[src/rtl/crc_pkg.sv]
// Purpose: Shared constants for the CR oscillation converter
// Assumes: APB register access, one 32-bit word per register
// Notes: Byte address of a register is four times its index
package crc_pkg;
  // Register indices, byte address is index times four
  localparam logic [31:0] IDX_CTL = 32'h0000_53a0;
  localparam logic [31:0] IDX_TRG = 32'h0000_53a2;
  localparam logic [31:0] IDX_MC = 32'h0000_53a4;
  localparam logic [31:0] IDX_TC = 32'h0000_53a8;
  localparam logic [31:0] IDX_MSK = 32'h0000_53ac;
  localparam logic [31:0] IDX_FLG = 32'h0000_53ae;
  localparam int ADDR_SHIFT = 2;

  // Control register fields
  localparam int CTL_EN_BIT = 0;
  localparam int CTL_MODE_LO = 4;
  localparam int CTL_EXT_BIT = 6;
  localparam int CTL_CONT_BIT = 7;

  // Start register fields
  localparam int TRG_REF_BIT = 0;
  localparam int TRG_SENA_BIT = 1;
  localparam int TRG_SENB_BIT = 2;

  // Flag and mask fields
  localparam int FLG_REF = 0;
  localparam int FLG_SENA = 1;
  localparam int FLG_SENB = 2;
  localparam int FLG_OVMC = 3;
  localparam int FLG_OVTC = 4;
  localparam int FLG_W = 5;

  // Oscillation modes
  localparam logic [1:0] MODE_RDC = 2'h0;
  localparam logic [1:0] MODE_RAC = 2'h1;
  localparam logic [1:0] MODE_CDC = 2'h2;

  // Reset values
  localparam logic [1:0] MODE_RST = 2'h0;
  localparam logic [4:0] FLG_RST = 5'h00;
  localparam logic [4:0] MSK_RST = 5'h00;

  // Conversion phases
  typedef enum logic [1:0] {
    PH_IDLE,
    PH_REF,
    PH_SENA,
    PH_SENB
  } crc_phase_e;
endpackage : crc_pkg

[src/rtl/crc_converter.sv]
// Purpose: CR oscillation converter control with APB registers
// Assumes: Oscillator, pulse and time base clocks are asynchronous
// Notes: Edges are found by sampling at core_clk_in
// Notes on behaviour
// - Mode 0: reference plus sensors A and B
// - Mode 1: AC, sensor only via A start
// - Mode 2: capacitive, sensor via A start
// - External mode counts external pulses instead
// - Counted clock driven onto monitor output
// - Continuous run ignores every automatic stop
// - Up-counting writable measure counter, preloaded
// - Flags clear by writing one
// - Start refused while relevant flag set
// - Reference start bit reads one while running
// - Reference stops on either counter overflow
// - Measure overflow in reference sets done
// - Time base overflow in reference: error flag
// - Sensor start; time base counts down
// - Sensor stops on overflow or underflow
// - Measure overflow in sensor: error flag
// - Time base underflow sets sensor done
// - Counters step at core_clk_in on sampled edges
// - Per-flag enables gate one interrupt line
// - Converter disabled: start writes ignored
// - Sensor B start ignored in modes 1, 2
`timescale 1ns/1ps
module crc_converter #(
  parameter int CNT_W = 24
) (
  // Clock and reset
  input wire logic core_clk_in,
  input wire logic rst_in,
  // APB slave
  input wire logic psel_in,
  input wire logic penable_in,
  input wire logic pwrite_in,
  input wire logic [31:0] paddr_in,
  input wire logic [31:0] pwdata_in,
  output logic [31:0] prdata_out,
  output logic pready_out,
  output logic pslverr_out,
  // Sensor network and clocks
  input wire logic oscillation_clock_in,
  input wire logic external_pulse_input_in,
  input wire logic timebase_clock_in,
  output logic ref_osc_enable_out,
  output logic sensor_a_osc_enable_out,
  output logic sensor_b_osc_enable_out,
  output logic [1:0] osc_mode_out,
  output logic oscillation_monitor_out,
  // Interrupt request to the interrupt controller
  output logic irq_out
);

  // Counters wider than the data bus cannot be served
  if (CNT_W < 2 || CNT_W > 32) begin : g_bad_width
    $error("crc_converter: CNT_W must be 2 to 32");
  end

  // Flag and mask fields must fit one 16-bit register
  if (crc_pkg::FLG_W < 1 || crc_pkg::FLG_W > 16) begin : g_bad_flags
    $error("crc_converter: FLG_W must be 1 to 16");
  end

  localparam logic [CNT_W-1:0] CNT_ONES = '1;
  localparam logic [CNT_W-1:0] CNT_ZERO = '0;
  localparam logic [CNT_W-1:0] CNT_ONE = CNT_W'(1);

  typedef struct packed {
    crc_pkg::crc_phase_e phase;
    logic enable;
    logic [1:0] mode;
    logic ext;
    logic cont;
    logic [CNT_W-1:0] mc;
    logic [CNT_W-1:0] tc;
    logic [crc_pkg::FLG_W-1:0] mask;
    logic [crc_pkg::FLG_W-1:0] flags;
    logic osc_s1;
    logic osc_s2;
    logic ext_s1;
    logic ext_s2;
    logic tb_s1;
    logic tb_s2;
    logic cnt_prev;
    logic tb_prev;
    logic pready;
    logic pslverr;
    logic [31:0] prdata;
    logic irq;
    logic mon;
    logic ref_en;
    logic sena_en;
    logic senb_en;
  } crc_state_s;

  crc_state_s state_reg;
  crc_state_s state_next;

  // Byte address match for a register index
  function automatic logic hit(input logic [31:0] addr, input logic [31:0] idx);
    hit = (addr == (idx << crc_pkg::ADDR_SHIFT));
  endfunction : hit

  // Zero-extend a counter to the data bus
  function automatic logic [31:0] widen(input logic [CNT_W-1:0] v);
    widen = 32'(v);
  endfunction : widen

  // Only the three defined modes accept a sensor start
  function automatic logic mode_legal(input logic [1:0] mode);
    mode_legal = (mode == crc_pkg::MODE_RDC) || (mode == crc_pkg::MODE_RAC) ||
                 (mode == crc_pkg::MODE_CDC);
  endfunction : mode_legal

  logic running;
  logic cnt_now;
  logic mc_edge;
  logic tb_edge;
  logic mc_ovf;
  logic tc_ovf;
  logic tc_unf;
  logic is_sensor;
  logic access;
  logic [crc_pkg::FLG_W-1:0] flag_set;
  logic [crc_pkg::FLG_W-1:0] flag_clr;
  logic [31:0] rd;
  logic mapped;
  logic ref_clear;
  logic sen_clear;

  // Whole next-state computation
  always_comb begin
    state_next = state_reg;
    flag_set = '0;
    flag_clr = '0;
    rd = 32'h0000_0000;
    mapped = 1'b0;

    // Two-flop synchronisers, first stage feeds only the second
    state_next.osc_s1 = oscillation_clock_in;
    state_next.osc_s2 = state_reg.osc_s1;
    state_next.ext_s1 = external_pulse_input_in;
    state_next.ext_s2 = state_reg.ext_s1;
    state_next.tb_s1 = timebase_clock_in;
    state_next.tb_s2 = state_reg.tb_s1;

    running = (state_reg.phase != crc_pkg::PH_IDLE);
    is_sensor = (state_reg.phase == crc_pkg::PH_SENA) ||
                (state_reg.phase == crc_pkg::PH_SENB);

    // Pick counted clock: own oscillation or external pulses
    cnt_now = state_reg.ext ? state_reg.ext_s2 : state_reg.osc_s2;
    state_next.tb_prev = state_reg.tb_s2;
    mc_edge = running && cnt_now && !state_reg.cnt_prev;
    tb_edge = running && state_reg.tb_s2 && !state_reg.tb_prev;

    // Measure counter counts up on each counted edge
    if (mc_edge) begin
      state_next.mc = state_reg.mc + CNT_ONE;
    end
    mc_ovf = mc_edge && (state_reg.mc == CNT_ONES);

    // Time base: up in reference, down in sensor phase
    if (tb_edge) begin
      if (is_sensor) begin
        state_next.tc = state_reg.tc - CNT_ONE;
      end else begin
        state_next.tc = state_reg.tc + CNT_ONE;
      end
    end
    tc_ovf = tb_edge && !is_sensor && (state_reg.tc == CNT_ONES);
    tc_unf = tb_edge && is_sensor && (state_reg.tc == CNT_ZERO);

    // Automatic stops, suppressed by continuous run
    if (!state_reg.cont) begin
      unique case (state_reg.phase)
        crc_pkg::PH_IDLE: begin
        end
        crc_pkg::PH_REF: begin
          // Time base overflow wins over a same-cycle measure overflow
          if (tc_ovf) begin
            flag_set[crc_pkg::FLG_OVTC] = 1'b1;
            state_next.phase = crc_pkg::PH_IDLE;
          end else if (mc_ovf) begin
            flag_set[crc_pkg::FLG_REF] = 1'b1;
            state_next.phase = crc_pkg::PH_IDLE;
          end
        end
        crc_pkg::PH_SENA, crc_pkg::PH_SENB: begin
          // Measure overflow wins over a same-cycle underflow
          if (mc_ovf) begin
            flag_set[crc_pkg::FLG_OVMC] = 1'b1;
            state_next.phase = crc_pkg::PH_IDLE;
          end else if (tc_unf) begin
            if (state_reg.phase == crc_pkg::PH_SENA) begin
              flag_set[crc_pkg::FLG_SENA] = 1'b1;
            end else begin
              flag_set[crc_pkg::FLG_SENB] = 1'b1;
            end
            state_next.phase = crc_pkg::PH_IDLE;
          end
        end
      endcase
    end

    // Relevant flags must be clear before a phase may start
    ref_clear = !state_reg.flags[crc_pkg::FLG_REF] &&
                !state_reg.flags[crc_pkg::FLG_OVTC];
    sen_clear = !state_reg.flags[crc_pkg::FLG_SENA] &&
                !state_reg.flags[crc_pkg::FLG_SENB] &&
                !state_reg.flags[crc_pkg::FLG_OVMC];

    // APB register writes, taken at the access edge
    access = psel_in && penable_in && state_reg.pready;
    if (access && pwrite_in) begin
      if (hit(paddr_in, crc_pkg::IDX_CTL)) begin
        state_next.enable = pwdata_in[crc_pkg::CTL_EN_BIT];
        state_next.mode = pwdata_in[crc_pkg::CTL_MODE_LO +: 2];
        state_next.ext = pwdata_in[crc_pkg::CTL_EXT_BIT];
        state_next.cont = pwdata_in[crc_pkg::CTL_CONT_BIT];
      end
      if (hit(paddr_in, crc_pkg::IDX_TRG) && state_reg.enable) begin
        // Idle: a start needs clear flags, a sensor start also a legal mode
        if (!running) begin
          if (pwdata_in[crc_pkg::TRG_REF_BIT]) begin
            if (ref_clear) begin
              state_next.phase = crc_pkg::PH_REF;
            end
          end else if (pwdata_in[crc_pkg::TRG_SENA_BIT]) begin
            if (sen_clear && mode_legal(state_reg.mode)) begin
              state_next.phase = crc_pkg::PH_SENA;
            end
          end else if (pwdata_in[crc_pkg::TRG_SENB_BIT]) begin
            if (sen_clear && state_reg.mode == crc_pkg::MODE_RDC) begin
              state_next.phase = crc_pkg::PH_SENB;
            end
          end
        end else begin
          // Writing zero to the running phase's bit stops it
          unique case (state_reg.phase)
            crc_pkg::PH_IDLE: begin
            end
            crc_pkg::PH_REF: begin
              if (!pwdata_in[crc_pkg::TRG_REF_BIT]) begin
                state_next.phase = crc_pkg::PH_IDLE;
              end
            end
            crc_pkg::PH_SENA: begin
              if (!pwdata_in[crc_pkg::TRG_SENA_BIT]) begin
                state_next.phase = crc_pkg::PH_IDLE;
              end
            end
            crc_pkg::PH_SENB: begin
              if (!pwdata_in[crc_pkg::TRG_SENB_BIT]) begin
                state_next.phase = crc_pkg::PH_IDLE;
              end
            end
          endcase
        end
      end
      // Counter writes override a same-cycle count
      if (hit(paddr_in, crc_pkg::IDX_MC)) begin
        state_next.mc = pwdata_in[CNT_W-1:0];
      end
      if (hit(paddr_in, crc_pkg::IDX_TC)) begin
        state_next.tc = pwdata_in[CNT_W-1:0];
      end
      if (hit(paddr_in, crc_pkg::IDX_MSK)) begin
        state_next.mask = pwdata_in[crc_pkg::FLG_W-1:0];
      end
      if (hit(paddr_in, crc_pkg::IDX_FLG)) begin
        flag_clr = pwdata_in[crc_pkg::FLG_W-1:0];
      end
    end

    // Write-one-to-clear, a same-cycle set wins
    state_next.flags = (state_reg.flags & ~flag_clr) | flag_set;

    // Read data prepared in the setup cycle
    if (hit(paddr_in, crc_pkg::IDX_CTL)) begin
      mapped = 1'b1;
      rd[crc_pkg::CTL_EN_BIT] = state_reg.enable;
      rd[crc_pkg::CTL_MODE_LO +: 2] = state_reg.mode;
      rd[crc_pkg::CTL_EXT_BIT] = state_reg.ext;
      rd[crc_pkg::CTL_CONT_BIT] = state_reg.cont;
    end
    if (hit(paddr_in, crc_pkg::IDX_TRG)) begin
      mapped = 1'b1;
      rd[crc_pkg::TRG_REF_BIT] = (state_reg.phase == crc_pkg::PH_REF);
      rd[crc_pkg::TRG_SENA_BIT] = (state_reg.phase == crc_pkg::PH_SENA);
      rd[crc_pkg::TRG_SENB_BIT] = (state_reg.phase == crc_pkg::PH_SENB);
    end
    if (hit(paddr_in, crc_pkg::IDX_MC)) begin
      mapped = 1'b1;
      rd = widen(state_reg.mc);
    end
    if (hit(paddr_in, crc_pkg::IDX_TC)) begin
      mapped = 1'b1;
      rd = widen(state_reg.tc);
    end
    if (hit(paddr_in, crc_pkg::IDX_MSK)) begin
      mapped = 1'b1;
      rd[crc_pkg::FLG_W-1:0] = state_reg.mask;
    end
    if (hit(paddr_in, crc_pkg::IDX_FLG)) begin
      mapped = 1'b1;
      rd[crc_pkg::FLG_W-1:0] = state_reg.flags;
    end

    // Zero-wait answer: ready in the first access cycle
    state_next.pready = psel_in && !penable_in;
    if (psel_in && !penable_in) begin
      state_next.prdata = pwrite_in ? 32'h0000_0000 : rd;
      state_next.pslverr = !mapped;
    end else begin
      state_next.prdata = 32'h0000_0000;
      state_next.pslverr = 1'b0;
    end

    // Single interrupt line, each source gated by its enable
    state_next.irq = |(state_reg.flags & state_reg.mask);

    // Oscillator network drive follows the next phase
    state_next.ref_en = (state_next.phase == crc_pkg::PH_REF) && !state_reg.ext;
    state_next.sena_en = (state_next.phase == crc_pkg::PH_SENA) && !state_reg.ext;
    state_next.senb_en = (state_next.phase == crc_pkg::PH_SENB) && !state_reg.ext;

    // Edge history follows the source of the next cycle, so a
    // source switch during a run cannot fake a counted edge
    state_next.cnt_prev = state_next.ext ? state_reg.ext_s2 : state_reg.osc_s2;

    // Monitor shows the clock being counted
    state_next.mon = running && cnt_now;
  end

  // State register
  always_ff @(posedge core_clk_in or posedge rst_in) begin
    if (rst_in) begin
      state_reg <= '{
        phase: crc_pkg::PH_IDLE,
        enable: 1'b0,
        mode: crc_pkg::MODE_RST,
        ext: 1'b0,
        cont: 1'b0,
        mc: CNT_ZERO,
        tc: CNT_ZERO,
        mask: crc_pkg::MSK_RST,
        flags: crc_pkg::FLG_RST,
        prdata: 32'h0000_0000,
        default: 1'b0
      };
    end else begin
      state_reg <= state_next;
    end
  end

  // Outputs straight from the state register
  assign prdata_out = state_reg.prdata;
  assign pready_out = state_reg.pready;
  assign pslverr_out = state_reg.pslverr;
  assign ref_osc_enable_out = state_reg.ref_en;
  assign sensor_a_osc_enable_out = state_reg.sena_en;
  assign sensor_b_osc_enable_out = state_reg.senb_en;
  assign osc_mode_out = state_reg.mode;
  assign oscillation_monitor_out = state_reg.mon;
  assign irq_out = state_reg.irq;

endmodule : crc_converter

[config.mk]
export PLATFORM = sky130hd
export DESIGN_NAME = crc_converter
export DESIGN_NICKNAME = d
export VERILOG_FILES = /design/src/rtl/crc_pkg.sv /design/src/rtl/crc_converter.sv
export SDC_FILE = /design/constraint.sdc
export NUM_CORES = 1
export LEC_CHECK = 0
export ABC_AREA = 1
export BUFFER_PORTS_ARGS = -buffer_cell sky130_fd_sc_hd__buf_2
export CAP_MARGIN = 20
export CORE_MARGIN = 2
export CORE_UTILIZATION = 51
export CTS_BUF_LIST = sky130_fd_sc_hd__clkbuf_8
export DETAILED_ROUTE_END_ITERATION = 6
export PLACE_DENSITY = 0.72
export SETUP_SLACK_MARGIN = 0.5
export SYNTH_ARGS = -nofsm -noshare
export SYNTH_HDL_FRONTEND = slang
export SYNTH_SLANG_ARGS = --single-unit
[constraint.sdc]
create_clock -name core_clk_in -period 6.8 [get_ports core_clk_in]
set_clock_uncertainty 0.2 [all_clocks]
set_input_delay 0.68 -clock core_clk_in [delete_from_list [all_inputs] [get_ports core_clk_in]]
set_output_delay 0.68 -clock core_clk_in [all_outputs]
set_load 0.01 [all_outputs]
# Word-level counts from Yosys, hierarchy flattened
# Cells that the tools add are included.
dict set report word_totals {
  ff_bits 112
  inputBits 72
  output_inout_bits 41
  elab_cells 147
}
dict set report op_classes {
  add_sub_neg 3
  eq_ne 16
  n_mux 56
  n_bitwise 4
  reduce_logical 43
}
# op count
set op_table {}
lappend op_table {{== test 32 x 17 -> 1 bit (second input constant)} 6}
lappend op_table {{two-way mux 24 bit} 6}
lappend op_table {{two-way mux 32 bit} 2}
lappend op_table {{two-way mux 60 bit} 1}
lappend op_table {{adder 24 x 1 -> 24 bit (second input constant)} 2}
lappend op_table {{== test 24 bit (second input constant)} 2}
lappend op_table {{two-way mux 2 bit} 18}
lappend op_table {{two-way mux 5 bit} 7}
lappend op_table {{two-way mux 33 bit} 1}
lappend op_table {{logical NOT 24 bit} 1}
lappend op_table {{subtractor 24 x 1 -> 24 bit (second input constant)} 1}
lappend op_table {{logical AND 1 bit} 22}
lappend op_table {{two-way mux 1 bit} 16}
lappend op_table {{logical NOT 1 bit} 11}
lappend op_table {{bitwise AND 5 bit} 2}
lappend op_table {{== test 2 bit (second input constant)} 5}
lappend op_table {{== test 2 x 1 -> 1 bit (second input constant)} 3}
lappend op_table {{two-way mux 3 bit} 2}
lappend op_table {{one-hot mux 2 bit (3 select lines)} 1}
lappend op_table {{NOT 5 bit} 1}
lappend op_table {{OR 5 bit} 1}
lappend op_table {{OR reduction 5 bit} 1}
lappend op_table {{two-way mux 4 bit} 1}
lappend op_table {{one-hot mux 2 bit (2 select lines)} 1}
lappend op_table {{5 further kinds} 8}

# Logic depth before layout (Yosys ltp)
dict set report logic_depth {
  ltp_word 18
  ltp_mapped 17
  mapped_depth_nobuf 15
}

# Worst setup path after synthesis
# OpenSTA, ideal clock, no wires.
dict set report synth_path {
  path_type {reg-to-reg}
  from {register state_reg[111] in the netlist's numbering}
  to {register state_reg[78] in the netlist's numbering}
  arrival_time_ns 2.368
  required_time_ns 6.523
  slack_ns 4.155
  path_stages_with_launch 15
  path_buffers 2
  period_less_slack_ns 2.645
  cell_sequence {dfrtp_1 buf_4 clkbuf_1 ha_1 nand2_1 inv_1 a21oi_1 inv_1 nand2_1 nand2_1 nand2_1 nand3_1 nand2_1 nand3_1 a21oi_1}
}
# item line
set synth_rtl {}
lappend synth_rtl {{from (decl)} crc_converter.sv:97} ;# crc_state_s state_reg;
lappend synth_rtl {{from (signal assigned)} crc_converter.sv:340} ;# state_reg <= '{
lappend synth_rtl {{from (signal assigned)} crc_converter.sv:354} ;# state_reg <= state_next;

==> impl_metrics.env <==
export IMPL_status="finished, violations left"
export IMPL_violations="design-rule violations"
export IMPL_first_iter_violations=773
export IMPL_crit_path_start_kind="primary input"
export IMPL_crit_type="primary input to register"
export IMPL_nNetsFinal=1322
export IMPL_cts_root_buffer="clkbuf_8"
export IMPL_synth_edf_count=0
export IMPL_fin_crit_sh=0.513
export IMPL_synthTopCellsByArea="dfrtp_1 (34%), nand2_1 (16%), nor2_1 (7.6%), inv_1 (6.5%), nand3_1 (5.5%)"
export IMPL_design_portCount=113
export IMPL_crit_path_end_kind="register"
export IMPL_ys_types=50
export IMPL_cts_sinks=104
export IMPL_final_cell_mix="nand2_1 (329), nor2_1 (157), inv_1 (132)"
export IMPL_fin_hold_ws_ns=0.0831
export IMPL_fmax_mhz=287
export IMPL_grt_pass1_wl_um=34400
export IMPL_std_cell_rows=44
export IMPL_firstDrtPassIters=7
export IMPL_die_h_um=127
export IMPL_hold_path_class="primary input to asynchronous set/reset pin"
export IMPL_rsz0062_at_grt="no"
export IMPL_portBuffers=96
export IMPL_first_global_vias=6895
export IMPL_yosysWarnings=0
export IMPL_fp_dieW_um=127
export IMPL_post_cts_repair_setup_buffers=0
export IMPL_seq_area_frac_synth=0.338
export IMPL_cts_buffer_depth=2
export IMPL_setup_viol=0
export IMPL_cts_resized=0
export IMPL_synthCells=1167
export IMPL_fin_util=0.569
export IMPL_yosysTopAreaCell="dfrtp_1"
export IMPL_p_leak_uw=0.00424
export IMPL_hold_violations=0
export IMPL_ys_async_sr_fraction=1.00
export IMPL_dp_hpwl_um=16400
export IMPL_path_clk_slew_ns=0.12
export IMPL_cp_data_required_time_ns=6.87
export IMPL_syn_area_sq_mm=0.00770
export IMPL_diodes=0
export IMPL_globalplace_congestion=0.938
export IMPL_p_per_area_mw_per_mm2=134
export IMPL_cp_max_fo=24
export IMPL_setup_tns_ns=0
export IMPL_grt_max_degree=66
export IMPL_dp_cells=1399
export IMPL_post_drt_wl_per_cell_um=14.9
export IMPL_grtUsageTotal=0.269
export IMPL_gr_total_overflow=0
export IMPL_core_area_sq_mm=0.0146
export IMPL_maxCapViolCount=0
export IMPL_ys_ff_latch=104
export IMPL_synth_flop_cell="dfrtp_1"
export IMPL_vias=7634
export IMPL_drtAntennaViolNets=0
export IMPL_cts_made_buffers=9
export IMPL_irDropWorstVdd_v=0.000104
export IMPL_clock_latency_ns=0.41
export IMPL_fin_crit_ns=3.49
export IMPL_initial_core_util=0.526
export IMPL_grt_antenna_before_repair=0
export IMPL_routed_wl_um=21100
export IMPL_cts_tree="built"
export IMPL_avgSynthCellArea_sq_um=6.60
export IMPL_cts_hold_buf=0
export IMPL_layoutNonFillerInstCount=1415
export IMPL_synth_top_area_frac=0.338
export IMPL_drc=4
export IMPL_die_area_sq_mm=0.0161
export IMPL_worst_slew_pin_slew_ns=0.983
export IMPL_slew_violations=0
export IMPL_worst_ep_arrival_time_ns=3.55
export IMPL_largest_reg_flops=67
export IMPL_syn_to_final_growth_pct=8.22
export IMPL_avgViaCountPerCell=5.40
export IMPL_final_common_cell="nand2_1"
export IMPL_htreeDepth=3
export IMPL_drive_gt1_frac=0.119
export IMPL_slew_headroom=0.344
## final cells by class
cell class,instances,area (sq um)
Fill cell,1466,6310
Multi-Input combinational cell,872,4240
Sequential cell,104,2600
Inverter,140,529
Timing Repair Buffer,99,503
Tap cell,184,230
Clock buffer,9,124
Clock inverter,7,111
## worst max-delay path: stages
cell,delay (ns)
buf_2,0.11
nor2_1,0.10
nand2_1,0.06
nor2_1,0.17
nand3_1,0.20
nor2_2,0.81
nand2_1,0.76
clkinv_1,0.39
a21oi_1,0.09
o21ai_0,0.08
o21ai_0,0.10
## path summary, 6_finish.rpt
kind                                 from                 endpoint  slack [ns]  cells after the start
setup / recovery             paddr_in[12]            state_reg[90]        3.31                     11
hold / removal                     rst_in            prdata_out[0]        0.08                      2
setup reg to reg           state_reg[111]  sensor_b_osc_enable_out        3.85                     12
hold reg to reg            state_next[45]            state_reg[45]        0.16                      0
max in group asynchronous          rst_in            state_reg[65]        5.11                      3
min in group core_clk_in   state_next[45]            state_reg[45]        0.16                      0
## cell usage after synthesis (12+ instances only)
cell type    n
a21oi_1     68
buf_4       35
clkbuf_1    16
dfrtp_1    104
ha_1        23
inv_1      133
nand2_1    329
nand3_1     84
nand4_1     24
nor2_1     157
nor3_1      16
o21ai_0     72
xor2_1      12
## kinds of logic (layout without fill, tap and decap cells)
| group | after synthesis | in the layout | share of synthesized area |
|---|---|---|---|
| AOI/OAI and AO/OA | 172 | 172 | 0.122 |
| muxes | 1 | 1 | 0.00146 |
| and+or+nand+nor | 644 | 644 | 0.357 |
| adders and majority gates | 24 | 24 | 0.0400 |
| DFF | 104 | 104 | 0.338 |
| other | 1 | 8 | 0.000487 |
| buffers and inverters | 198 | 255 | 0.116 |
| xor gates and xnor gates | 23 | 23 | 0.0261 |
## power by group
group | total, uW | switching [uW] | internal [uW]
logic | 60.4 | 41.5 | 18.9
registers | 622 | 1.04 | 621
clock network | 437 | 253 | 183
total | 1120 | 296 | 823
## through the flow
stage / total power (uW) / cell area (sq um) / worst slack, ns
2_1_floorplan: 663 / 7730 / 3.19
3_3_place_gp: 694 / 8100 / 3.00
3_5_place_dp: 695 / 8100 / 2.98
4_1_cts: 1130 / 8340 / 3.42
5_1_grt: 1160 / 8340 / 3.00
6_report: 1120 / 8340 / 3.31
## layer usage
| metal | wire, um | part of all wire | up-vias | GRT usage |
|---|---|---|---|---|
| li1 | - | - | 3839 | - |
| met1 | 9640 | 0.46 | 3485 | 0.384 |
| met2 | 9490 | 0.45 | 275 | 0.420 |
| met3 | 1550 | 0.073 | 35 | 0.0510 |
| met4 | 458 | 0.022 | 0 | 0.0776 |
| met5 | 0 | 0 | - | 0 |
(Power assumes the default switching activity.)
